[src/logic/port_cap2_defines.svh]
// port_cap2_defines.svh: offsets, field positions and reset values
// assumes: included by bare name from the logic/ sources
`ifndef PORT_CAP2_DEFINES_SVH
`define PORT_CAP2_DEFINES_SVH

// ****************************************************************
// register indices (byte address is four times the index)
// ****************************************************************
`define IDX_DCAP2 30'h0000_0064
`define IDX_DCTL2 30'h0000_0068
`define IDX_DSTS2 30'h0000_006A
`define IDX_LCAP2 30'h0000_006C
`define IDX_LCTL2 30'h0000_0070
`define IDX_LOCK  30'h0000_0074

// ****************************************************************
// field positions
// ****************************************************************
`define BIT_ARI_SUP   5
`define BIT_ARI_EN    5
`define LSB_TSPEED    0
`define MSB_TSPEED    3
`define BIT_COMPL     4
`define BIT_ASD       5
`define BIT_DEEMPH    6
`define BIT_LOCK      0

// ****************************************************************
// reset values and codes
// ****************************************************************
`define RST_ARI_SUP   1'h1
`define RST_ARI_EN    1'h0
`define RST_TSPEED    4'h2
`define RST_COMPL     1'h0
`define RST_DEEMPH    1'h0
`define RST_LOCK      1'h0
`define SPEED_GEN1    4'h1
`define SPEED_GEN2    4'h2
`define VAL_ASD       1'h0

`endif

[src/logic/port_cap2_pkg.sv]
// port_cap2_pkg: types shared by the register bank and its bus port
// assumes: nothing beyond the defines header
`default_nettype none
package port_cap2_pkg;

  // one-hot register select
  typedef enum logic [6:0] {
    SEL_NONE  = 7'h01,
    SEL_DCAP2 = 7'h02,
    SEL_DCTL2 = 7'h04,
    SEL_DSTS2 = 7'h08,
    SEL_LCAP2 = 7'h10,
    SEL_LCTL2 = 7'h20,
    SEL_LOCK  = 7'h40
  } reg_sel_t;

  typedef logic [3:0] speed_t;

endpackage : port_cap2_pkg
`default_nettype wire

[src/logic/port_cap2_regs.sv]
// port_cap2_regs: second-generation capability and control registers
// assumes: hresetn is the fundamental reset, hot_reset a one-cycle
// pulse on hclk; link and conversion inputs are on hclk as well
//
// Functional notes
// - alternate routing forward supported resets to one, lockable.
// - with supported clear, forward enable reads zero and drops writes.
// - upstream port reads forward supported as zero always.
// - forward enable stops forcing device number zero on conversion.
// - forward enable resets zero, writable downstream, zero upstream.
// - downstream target speed caps speeds advertised in training.
// - target speed codes 1 and 2, resets to 2, sticky.
// - target speed also selects the compliance mode speed.
// - autonomous speed disable always reads zero.
// - software retrain speed changes proceed regardless of that bit.
// - downstream de-emphasis select: 0 gives -6.0 dB, 1 gives -3.5 dB.
// - upstream de-emphasis select only sets the advertised preference.
// - de-emphasis select has no effect at 2.5 GT/s or low swing.
// - new de-emphasis reaches the line only in a permitted state.
// - device status two and link capabilities two read all zero.
//
// The AHB-Lite register port is this design's own decision.
`include "port_cap2_defines.svh"
`default_nettype none
module port_cap2_regs
  import port_cap2_pkg::*;
(
  // clock and resets
  input  wire logic                     hclk,
  input  wire logic                     hresetn,
  input  wire logic                     hot_reset,
  // port strap
  input  wire logic                     port_is_upstream,
  // register bus
  input  wire logic                     hsel,
  input  wire logic [31:0]              haddr,
  input  wire logic [1:0]               htrans,
  input  wire logic                     hwrite,
  input  wire logic [2:0]               hsize,
  input  wire logic [31:0]              hwdata,
  input  wire logic                     hready,
  output logic                          hreadyout,
  output logic                          hresp,
  output logic [31:0]                   hrdata,
  // configuration request conversion
  input  wire logic                     conv_valid,
  input  wire logic [4:0]               conv_dev,
  input  wire logic [2:0]               conv_func,
  output logic                          conv_valid_q,
  output logic [4:0]                    conv_dev_q,
  output logic [2:0]                    conv_func_q,
  output logic                          ari_fwd_enable,
  // link training
  input  wire logic                     retrain_req,
  input  wire logic                     deemph_window,
  input  wire logic                     link_gen1,
  input  wire logic                     low_swing,
  output port_cap2_pkg::speed_t         speed_adv_cap_q,
  output port_cap2_pkg::speed_t         compliance_speed_q,
  output logic                          compliance_entry_q,
  output logic                          speed_change_req_q,
  output port_cap2_pkg::speed_t         speed_change_target_q,
  output logic                          tx_deemph_35db_q,
  output logic                          tx_deemph_active_q,
  output logic                          deemph_pref_q
);
  import port_cap2_pkg::*;

  // ****************************************************************
  // bus front end
  // ****************************************************************
  logic      rd_stb;
  reg_sel_t  rd_sel;
  logic      wr_stb;
  reg_sel_t  wr_sel;
  logic      unused_size;

  assign unused_size = ^hsize;

  ahb_reg_port ahb_reg_port_inst (
    .hclk      (hclk),
    .hresetn   (hresetn),
    .hsel      (hsel),
    .haddr     (haddr),
    .htrans    (htrans),
    .hwrite    (hwrite),
    .hready    (hready),
    .hreadyout (hreadyout),
    .hresp     (hresp),
    .rd_stb    (rd_stb),
    .rd_sel    (rd_sel),
    .wr_stb    (wr_stb),
    .wr_sel    (wr_sel)
  );

  // ****************************************************************
  // storage
  // ****************************************************************
  logic       ari_sup_q;
  logic       ari_en_q;
  speed_t     tspeed_q;
  logic       compl_q;
  logic       deemph_q;
  logic       lock_q;
  logic       wr_dcap2;
  logic       wr_dctl2;
  logic       wr_lctl2;
  logic       wr_lock;
  logic       ari_sup_rd;
  logic [31:0] hrdata_q;

  assign wr_dcap2 = wr_stb && (wr_sel == SEL_DCAP2);
  assign wr_dctl2 = wr_stb && (wr_sel == SEL_DCTL2);
  assign wr_lctl2 = wr_stb && (wr_sel == SEL_LCTL2);
  assign wr_lock  = wr_stb && (wr_sel == SEL_LOCK);

  // upstream hides the capability whatever is stored
  assign ari_sup_rd = ari_sup_q && !port_is_upstream;

  // lock: set by firmware, held until any reset
  always_ff @(posedge hclk or negedge hresetn) begin
    if (!hresetn) begin
      lock_q <= `RST_LOCK;
    end else if (hot_reset) begin
      lock_q <= `RST_LOCK;
    end else if (wr_lock && hwdata[`BIT_LOCK]) begin
      lock_q <= 1'b1;
    end
  end

  // forward supported: writable until locked
  always_ff @(posedge hclk or negedge hresetn) begin
    if (!hresetn) begin
      ari_sup_q <= `RST_ARI_SUP;
    end else if (hot_reset) begin
      ari_sup_q <= `RST_ARI_SUP;
    end else if (wr_dcap2 && !lock_q) begin
      ari_sup_q <= hwdata[`BIT_ARI_SUP];
    end
  end

  // forward enable: cleared, not just masked, so a later re-enable
  // of the capability does not revive an old setting
  always_ff @(posedge hclk or negedge hresetn) begin
    if (!hresetn) begin
      ari_en_q <= `RST_ARI_EN;
    end else if (hot_reset || port_is_upstream || !ari_sup_q) begin
      ari_en_q <= `RST_ARI_EN;
    end else if (wr_dctl2) begin
      ari_en_q <= hwdata[`BIT_ARI_EN];
    end
  end

  // sticky fields: only the fundamental reset touches them
  always_ff @(posedge hclk or negedge hresetn) begin
    if (!hresetn) begin
      tspeed_q <= `RST_TSPEED;
      compl_q  <= `RST_COMPL;
    end else if (wr_lctl2) begin
      tspeed_q <= hwdata[`MSB_TSPEED:`LSB_TSPEED];
      compl_q  <= hwdata[`BIT_COMPL];
    end
  end

  // de-emphasis select: lockable like the capability
  always_ff @(posedge hclk or negedge hresetn) begin
    if (!hresetn) begin
      deemph_q <= `RST_DEEMPH;
    end else if (hot_reset) begin
      deemph_q <= `RST_DEEMPH;
    end else if (wr_lctl2 && !lock_q) begin
      deemph_q <= hwdata[`BIT_DEEMPH];
    end
  end

  // ****************************************************************
  // read path
  // ****************************************************************
  function automatic logic [31:0] rd_word(input reg_sel_t s);
    logic [31:0] w;
    w = 32'h0000_0000;
    case (s)
      SEL_DCAP2: w[`BIT_ARI_SUP] = ari_sup_rd;
      SEL_DCTL2: w[`BIT_ARI_EN] = ari_en_q;
      SEL_LCTL2: begin
        w[`MSB_TSPEED:`LSB_TSPEED] = tspeed_q;
        w[`BIT_COMPL]              = compl_q;
        w[`BIT_ASD]                = `VAL_ASD;
        w[`BIT_DEEMPH]             = deemph_q;
      end
      SEL_LOCK:  w[`BIT_LOCK] = lock_q;
      default:   w = 32'h0000_0000;
    endcase
    rd_word = w;
  endfunction : rd_word

  always_ff @(posedge hclk or negedge hresetn) begin
    if (!hresetn) begin
      hrdata_q <= 32'h0000_0000;
    end else if (rd_stb) begin
      hrdata_q <= rd_word(rd_sel);
    end
  end

  assign hrdata = hrdata_q;

  // ****************************************************************
  // configuration request conversion
  // ****************************************************************
  assign ari_fwd_enable = ari_en_q;

  always_ff @(posedge hclk or negedge hresetn) begin
    if (!hresetn) begin
      conv_valid_q <= 1'b0;
      conv_dev_q   <= 5'h00;
      conv_func_q  <= 3'h0;
    end else begin
      conv_valid_q <= conv_valid;
      if (conv_valid) begin
        conv_dev_q  <= ari_en_q ? conv_dev : 5'h00;
        conv_func_q <= conv_func;
      end
    end
  end

  // ****************************************************************
  // link speed control
  // ****************************************************************
  // upstream advertises everything it supports
  always_ff @(posedge hclk or negedge hresetn) begin
    if (!hresetn) begin
      speed_adv_cap_q <= `RST_TSPEED;
    end else begin
      speed_adv_cap_q <= port_is_upstream ? `SPEED_GEN2 : tspeed_q;
    end
  end

  always_ff @(posedge hclk or negedge hresetn) begin
    if (!hresetn) begin
      compliance_speed_q <= `RST_TSPEED;
      compliance_entry_q <= `RST_COMPL;
    end else begin
      compliance_speed_q <= tspeed_q;
      compliance_entry_q <= compl_q;
    end
  end

  // no autonomous gate here: the disable bit is constant zero
  always_ff @(posedge hclk or negedge hresetn) begin
    if (!hresetn) begin
      speed_change_req_q    <= 1'b0;
      speed_change_target_q <= `RST_TSPEED;
    end else begin
      speed_change_req_q <= retrain_req;
      if (retrain_req) begin
        speed_change_target_q <= tspeed_q;
      end
    end
  end

  // ****************************************************************
  // de-emphasis
  // ****************************************************************
  deemph_apply deemph_apply_inst (
    .hclk        (hclk),
    .hresetn     (hresetn),
    .sel         (deemph_q),
    .upstream    (port_is_upstream),
    .window      (deemph_window),
    .link_gen1   (link_gen1),
    .low_swing   (low_swing),
    .tx_35db_q   (tx_deemph_35db_q),
    .tx_active_q (tx_deemph_active_q),
    .pref_q      (deemph_pref_q)
  );
endmodule : port_cap2_regs
`default_nettype wire

[src/logic/ahb_reg_port.sv]
// ahb_reg_port: AHB-Lite slave front end for a word-wide register bank
// assumes: single master, word transfers, reads registered by the caller
`include "port_cap2_defines.svh"
`default_nettype none
module ahb_reg_port
  import port_cap2_pkg::*;
(
  // clock and reset
  input  wire logic                     hclk,
  input  wire logic                     hresetn,
  // bus
  input  wire logic                     hsel,
  input  wire logic [31:0]              haddr,
  input  wire logic [1:0]               htrans,
  input  wire logic                     hwrite,
  input  wire logic                     hready,
  output logic                          hreadyout,
  output logic                          hresp,
  // to the bank
  output logic                          rd_stb,
  output port_cap2_pkg::reg_sel_t       rd_sel,
  output logic                          wr_stb,
  output port_cap2_pkg::reg_sel_t       wr_sel
);
  import port_cap2_pkg::*;

  logic      take;
  logic      wr_pend_q;
  reg_sel_t  wr_sel_q;

  function automatic reg_sel_t decode(input logic [31:0] a);
    case (a[31:2])
      `IDX_DCAP2: decode = SEL_DCAP2;
      `IDX_DCTL2: decode = SEL_DCTL2;
      `IDX_DSTS2: decode = SEL_DSTS2;
      `IDX_LCAP2: decode = SEL_LCAP2;
      `IDX_LCTL2: decode = SEL_LCTL2;
      `IDX_LOCK:  decode = SEL_LOCK;
      default:    decode = SEL_NONE;
    endcase
  endfunction : decode

  // a read behind a write waits one cycle so it sees the new value
  assign hreadyout = ~(wr_pend_q & hsel & htrans[1] & ~hwrite);
  assign hresp     = 1'b0;
  assign take      = hsel & hready & htrans[1];
  assign rd_stb    = take & ~hwrite;
  assign rd_sel    = decode(haddr);
  assign wr_stb    = wr_pend_q;
  assign wr_sel    = wr_sel_q;

  always_ff @(posedge hclk or negedge hresetn) begin
    if (!hresetn) begin
      wr_pend_q <= 1'b0;
      wr_sel_q  <= SEL_NONE;
    end else begin
      wr_pend_q <= take & hwrite;
      if (take & hwrite) begin
        wr_sel_q <= decode(haddr);
      end
    end
  end

endmodule : ahb_reg_port
`default_nettype wire

[src/logic/deemph_apply.sv]
// deemph_apply: holds the de-emphasis actually driven on the line
// assumes: window pulse comes from the link state machine, same clock
`default_nettype none
module deemph_apply (
  // clock and reset
  input  wire logic hclk,
  input  wire logic hresetn,
  // control
  input  wire logic sel,
  input  wire logic upstream,
  input  wire logic window,
  input  wire logic link_gen1,
  input  wire logic low_swing,
  // line side
  output logic      tx_35db_q,
  output logic      tx_active_q,
  output logic      pref_q
);

  // applied selection moves only in a permitted link state
  always_ff @(posedge hclk or negedge hresetn) begin
    if (!hresetn) begin
      tx_35db_q <= 1'b0;
    end else if (window && !upstream) begin
      tx_35db_q <= sel;
    end
  end

  // no effect at the lower rate nor in low swing
  always_ff @(posedge hclk or negedge hresetn) begin
    if (!hresetn) begin
      tx_active_q <= 1'b0;
    end else begin
      tx_active_q <= !upstream && !link_gen1 && !low_swing;
    end
  end

  // advertised preference, the partner picks the real level
  always_ff @(posedge hclk or negedge hresetn) begin
    if (!hresetn) begin
      pref_q <= 1'b0;
    end else begin
      pref_q <= sel;
    end
  end

endmodule : deemph_apply
`default_nettype wire

[config.mk]
export PLATFORM = sky130hd
export DESIGN_NAME = port_cap2_regs
export DESIGN_NICKNAME = d
export VERILOG_FILES = /design/src/logic/port_cap2_pkg.sv /design/src/logic/port_cap2_regs.sv /design/src/logic/ahb_reg_port.sv /design/src/logic/deemph_apply.sv
export VERILOG_INCLUDE_DIRS = /design/src /design/src/logic
export SDC_FILE = /design/constraint.sdc
export NUM_CORES = 1
export LEC_CHECK = 0
export ABC_AREA = 1
export BUFFER_PORTS_ARGS = -buffer_cell sky130_fd_sc_hd__buf_4
export CAP_MARGIN = 0
export CORE_ASPECT_RATIO = 1.1
export CORE_MARGIN = 4
export CORE_UTILIZATION = 35
export CTS_CLUSTER_DIAMETER = 120
export DETAILED_ROUTE_END_ITERATION = 16
export GPL_TIMING_DRIVEN = 0
export HOLD_SLACK_MARGIN = 0.15
export PLACE_DENSITY = 0.66
export REMOVE_ABC_BUFFERS = 1
export SLEW_MARGIN = 10
export SYNTH_ARGS = -nofsm -noshare
export SYNTH_HDL_FRONTEND = slang
export SYNTH_SLANG_ARGS = --single-unit
export TNS_END_PERCENT = 1
[constraint.sdc]
create_clock -name hclk -period 2.1 [get_ports hclk]
set_input_delay 0.105 -clock hclk [delete_from_list [all_inputs] [get_ports hclk]]
set_output_delay 0.105 -clock hclk [all_outputs]
set_load 0.05 [all_outputs]
# Word level (Yosys, flattened, before mapping)
# Index checks and enable logic that the tools add are counted.
# Widths: inputs -> output; s select.
dict set report classes {
  mux 15
  bitwise_logic 9
  n_eq_ne 14
  reduce_logical 22
}
# operator n
set op_table {}
lappend op_table {{$eq 30x7->1 const B} 6}
lappend op_table {{$pmux 7 s6} 1}
lappend op_table {{$eq 7x2->1 const B} 2}
lappend op_table {{$eq 7x3->1 const B} 2}
lappend op_table {{$eq 7x6->1 const B} 2}
lappend op_table {{$eq 7x7->1 const B} 2}
lappend op_table {{$logic_and 1x1->1} 11}
lappend op_table {{$mux 1} 9}
lappend op_table {{$mux 4} 2}
lappend op_table {{$reduce_bool 2->1} 4}
lappend op_table {{$and 1x1->1} 7}
lappend op_table {{$logic_not 1->1} 5}
lappend op_table {{$mux 5} 1}
lappend op_table {{$pmux 1 s2} 2}
lappend op_table {{$logic_or 1x1->1} 2}
lappend op_table {{$not 1->1} 2}
dict set report totals {
  in_bits 89
  out_inout_bits 61
  ff_bits 50
  word_cells 80
}

# Longest topological paths before layout
dict set report logic_depth {
  word_depth 5
  ltp_mapped 10
  depth_no_buf 10
}

# Modules after synthesis
# Synthesis repeated with hierarchy kept, for this count alone.
dict set report hier_totals {
  cells_unflattened 319
  hier_area_um2 2548.7
}
# mod instances seq_area_each_um2 cells_each area_per_inst_um2
set by_module_without_submodules {}
lappend by_module_without_submodules {port_cap2_regs 1 982.2 196 1783.0}
lappend by_module_without_submodules {ahb_reg_port 1 201.4 114 665.6}
lappend by_module_without_submodules {deemph_apply 1 75.1 9 100.1}

# Least setup slack after synthesis
# Ideal clock, no wire load.
dict set report synth_timing {
  kind {reg2reg}
  from {register ahb_reg_port_inst.wr_sel_q[1] (netlist: ahb_reg_port_inst.wr_sel[1])}
  to {register deemph_q}
  setup_ns 0.126
  path_stages_with_launch 7
  period_less_slack_ns 1.315
  required_time_ns 1.974
  setup_slack_ns 0.785
  n_path_buf 1
  arrival_ns 1.189
  cell_sequence {dfrtp_1 -> or2_1 -> nor3_2 -> nand2_1 -> buf_6 -> nor3_1 -> nor3b_2}
}
dict set report synth_between {
  elab_chain_len 4
}
# item line
set synth_lines {}
lappend synth_lines {{start: declaration} ahb_reg_port.sv:29} ;# reg_sel_t wr_sel_q;
lappend synth_lines {{start signal: assignment} ahb_reg_port.sv:59} ;# wr_sel_q <= decode(haddr);
lappend synth_lines {{$eq 7x6->1} port_cap2_regs.sv:114} ;# assign wr_lctl2 = wr_stb && (wr_sel == SEL_LCTL2);
lappend synth_lines {{$logic_and 1x1->1} port_cap2_regs.sv:114}
lappend synth_lines {{$logic_and 1x1->1} port_cap2_regs.sv:171} ;# end else if (wr_lctl2 && !lock_q) begin
lappend synth_lines {{$reduce_bool 2->1 (no source line)} -}
lappend synth_lines {{end signal: assignment} port_cap2_regs.sv:168} ;# deemph_q <= `RST_DEEMPH;
lappend synth_lines {{end signal: assignment} port_cap2_regs.sv:170} ;# deemph_q <= `RST_DEEMPH;
lappend synth_lines {{end signal: assignment} port_cap2_regs.sv:172} ;# deemph_q <= hwdata[`BIT_DEEMPH];
lappend synth_lines {{end: declaration} port_cap2_regs.sv:103} ;# logic deemph_q;
# No other way between the ends.
# A chain may end at the register's enable or synchronous reset.

# Final worst setup path
dict set report layout_timing {
  from {register ahb_reg_port_inst.wr_sel_q[1] (netlist: ahb_reg_port_inst.wr_sel[1])}
  to {register lock_q}
}
dict set report layout_between {
  elab_chain_len 4
}
# item line
set layout_lines {}
lappend layout_lines {{$eq 7x7->1} port_cap2_regs.sv:115} ;# assign wr_lock = wr_stb && (wr_sel == SEL_LOCK);
lappend layout_lines {{$logic_and 1x1->1} port_cap2_regs.sv:115}
lappend layout_lines {{$logic_and 1x1->1} port_cap2_regs.sv:126} ;# end else if (wr_lock && hwdata[`BIT_LOCK]) begin
lappend layout_lines {{$reduce_bool 2->1 (no source line)} -}
lappend layout_lines {{end signal: assignment} port_cap2_regs.sv:123} ;# lock_q <= `RST_LOCK;
lappend layout_lines {{end signal: assignment} port_cap2_regs.sv:125} ;# lock_q <= `RST_LOCK;
lappend layout_lines {{end: declaration} port_cap2_regs.sv:104} ;# logic lock_q;
# No other way between the ends.

==> out/qor.csv <==
stage;metric;value;unit
yosys;synth_compound_area_frac;0.07573;
timing;finalCritPeriodShare;0.7948;
cts;cts_hold_buf;27;
worst_setup_path;critPathArrivalTime;1920;ps
timing;post-route-min-period;1669;ps
min_path;hold_path_class;input port to flip-flop;
yosys;syn_avg_cell_area;8.500;um^2
route;avgViaCountPerCell;4.240;
timing;fmax;599.1;MHz
yosys;synth_cell_types;25;
route;drc_errors;0;
global_route;grt_first_pass_wirelength;8611;um
pwr;p_leak;1.704;nW
yosys;yosysWarnings;0;
yosys;synthSimpleGateAreaFrac;0.2128;
yosys;synth-seq-area-share;0.5365;
placed_design;dp.final_hpwl;3938;um
timing;finalSetupViolCount;0;
timing;maxSlewHeadroom;0.6081;
floorplan;fp.dieW;86.06;um
worst_setup_path;crit_path_end_kind;flip-flop;
cts;cts_tree;done;
timing;hold_viol;0;
floorplan;start_util;0.3579;
route;maxUsedRoutingLayer;met4;
worst_setup_path;crit_family;buffers and inverters;
floorplan;die_h;93.87;um
run_status;outcome;completed;
yosys;muxShareOfSynthArea;0.01920;
route;drt-total-wl;5205;um
finish;drive_above_1_share;0.2839;
worst_setup_path;crit_required;2350;ps
placed_design;portBuffers;92;
cts;ctsResizeCount;0;
global_route;antenna_found_initial;0;
global_route;grt_pass1_vias;1976;
global_route;grt.total_usage;0.1329;
yosys;synthAdderAreaFrac;0;
global_route;overflow;0;
pwr;peakVddDrop;0.3348;mV
route;vias;2035;
worst_setup_path;slowest_stage;dlygate4sd3_1;
pwr;p_per_area;598.1;nW/um^2
worst_setup_path;path_max_fanout;3;
cts;numCtsBuffers;5;
cts;worst_skew_pair.late_latency;300;ps
cts;postCtsSetupBuffers;0;
timing;finalMaxSlewViolations;0;
finish;postLayoutCoreUtil;0.5144;
route;drtIter0Drc;74;
cts;cts.clk_slew.worst_paths;90;ps
run;maxCapViolations;0;
cts;clock-root-buffer;clkbuf_8;
worst_setup_path;crit_path_start_kind;flip-flop;
route;avgRoutedWirePerCell;10.84;um
yosys;synth_area;2346;um^2
timing;worst-slew-pin-transition;587.9;ps
placed_design;gp_congestion;0.7461;
route;drt-met1-wl;2106;um
finish;n_antenna_cell;0;
global_route;grt_max_degree;51;
cts;clockBufferDepth;2;
worst_setup_path;path_cells;or2_1 -> nor3_2 -> nand4_1 -> a21oi_1 -> dlygate4sd3_1;
finish;fin_nets;486;
floorplan;core_area;6555;um^2
route;dr_wl_met3;442;um
timing;skew;12.29;ps
cts;clkSinkCount;50;
floorplan;rows;31;
finish;area_delta_synth_final;43.73;%
route;ant_nets;0;
route;drt_pass1_iterations;4;
yosys;synth-xor-area-share;0;
timing;rsz0062_at_grt;false;
yosys;synth_seq_cells;50;
worst_setup_path;slowest_delay;550;ps
yosys;synth_top_family_by_area;simple AND/OR/NAND/NOR gates;
floorplan;dieArea;8078;um^2
cts;cts.htree.levels;2;
route;wl_met2;2556;um
yosys;syn-instance-count;276;
timing;tns;0;ps
floorplan;pin_count;150;
worst_setup_path;path_buf_inv;1;
worst_setup_path;crit_type;flip-flop to flip-flop;
==> area by class of cell <==
type	count	area, um^2
Clock buffer	6	72.57
Clock inverter	2	15.01
Fill cell	599	3183
Inverter	38	142.6
Multi-Input combinational cell	183	819.5
Sequential cell	50	1259
Tap cell	82	102.6
Timing Repair Buffer	119	960.9
==> per-layer routing <==
| layer | global-route usage | vias up |
|---|---|---|
| li1 | - | 1047 |
| met5 | 0 | - |
| met2 | 0.2404 | 87 |
| met4 | 0.04881 | 0 |
| met3 | 0.02544 | 8 |
| met1 | 0.1540 | 893 |
==> placed cells by master, fill, tap and decap left out, types with 5 or more instances in the layout <==
| master | count |
|---|---|
| dfrtp_1 | 44 |
| dfstp_2 | 6 |
| nand2_1 | 53 |
| dlygate4sd3_1 | 27 |
| inv_1 | 38 |
| conb_1 | 26 |
| buf_4 | 92 |
| nand3_1 | 10 |
| nor2_1 | 42 |
| a21oi_1 | 12 |
| clkbuf_8 | 5 |
| o21ai_0 | 19 |
==> Yosys cell counts (all sizes together) <==
cell | number | area share
or2 | 1 | 0.0027
nand3 | 10 | 0.021
o211ai | 1 | 0.0032
a21oi | 12 | 0.026
and2 | 1 | 0.0027
nand4 | 4 | 0.011
dfrtp | 44 | 0.47
nor3b | 1 | 0.0053
nand2 | 53 | 0.085
conb | 1 | 0.0016
nor4 | 1 | 0.0027
a31oi | 1 | 0.0027
dfstp | 6 | 0.067
nor3 | 5 | 0.013
inv | 38 | 0.061
o21ai | 20 | 0.044
buf | 28 | 0.090
nor2 | 43 | 0.070
clkbuf | 2 | 0.0032
mux2 | 4 | 0.019
==> per-stage QoR <==
stage / instance area, um^2 / power (mW) / setup WS (ps) / cells / hold slack [ps]
after floorplan: 2221 / 1.293 / 718.0 / 271 / -190.6
after global placement: 3014 / 1.455 / 574.6 / 445 / 161.2
after detailed placement: 3014 / 1.462 / 528.7 / 445 / 160.9
after CTS: 3372 / 2.046 / 438.5 / 480 / 207.8
after global routing: 3372 / 2.120 / 305.9 / 480 / 232.2
final: 3372 / 2.017 / 430.9 / 480 / 207.2
==> flip-flops by register name, indices dropped and copies added, names as in the netlist <==
| signal | cells |
|---|---|
| ahb_reg_port_inst.wr_sel | 7 |
| hrdata | 7 |
| conv_dev_q | 5 |
| compliance_speed_q | 4 |
| speed_adv_cap_q | 4 |
| speed_change_target_q | 4 |
| tspeed_q | 4 |
| conv_func_q | 3 |
| ahb_reg_port_inst.wr_stb | 1 |
| ari_fwd_enable | 1 |
| ari_sup_q | 1 |
| compl_q | 1 |
| compliance_entry_q | 1 |
| conv_valid_q | 1 |
| deemph_apply_inst.pref_q | 1 |
| deemph_apply_inst.tx_35db_q | 1 |
| deemph_apply_inst.tx_active_q | 1 |
| deemph_q | 1 |
| lock_q | 1 |
| speed_change_req_q | 1 |
==> kinds of logic (layout without fill, tap and decap cells) <==
group,after synthesis,count (layout)
AO/OA/AOI/OAI,34,34
buffers and inverters,68,165
flip-flops,50,50
multiplexers,4,4
other,1,26
AND/OR/NAND/NOR,119,119
==> where the power goes <==
part / internal, mW / total (mW) / switching (mW)
Combinational: 0.159 / 0.455 / 0.297
Clock: 0.235 / 0.538 / 0.304
Sequential: 1.00 / 1.02 / 0.0178
Total: 1.40 / 2.02 / 0.618
==> worst register-to-register path: stages (launching register included) <==
cell,delay [ps]
dfrtp_1,400
or2_1,260
nor3_2,160
nand4_1,110
a21oi_1,140
dlygate4sd3_1,550
==> worst paths after layout <==
| path | start | slack, ps | cells past startpoint | end |
|---|---|---|---|---|
| worst max-delay path | ahb_reg_port_inst.wr_sel[1] | 430 | 5 | lock_q |
| worst min-delay path | htrans[1] | 210 | 5 | ahb_reg_port_inst.wr_sel[0] |
| worst max register to register | ahb_reg_port_inst.wr_sel[1] | 430 | 5 | lock_q |
| worst min register to register | tspeed_q[1] | 380 | 0 | compliance_speed_q[1] |
| max in group asynchronous | hresetn | 1360 | 2 | conv_func_q[2] |
| min in group asynchronous | hresetn | 350 | 2 | ahb_reg_port_inst.wr_sel[6] |
Power figures use the tool's default switching activity.
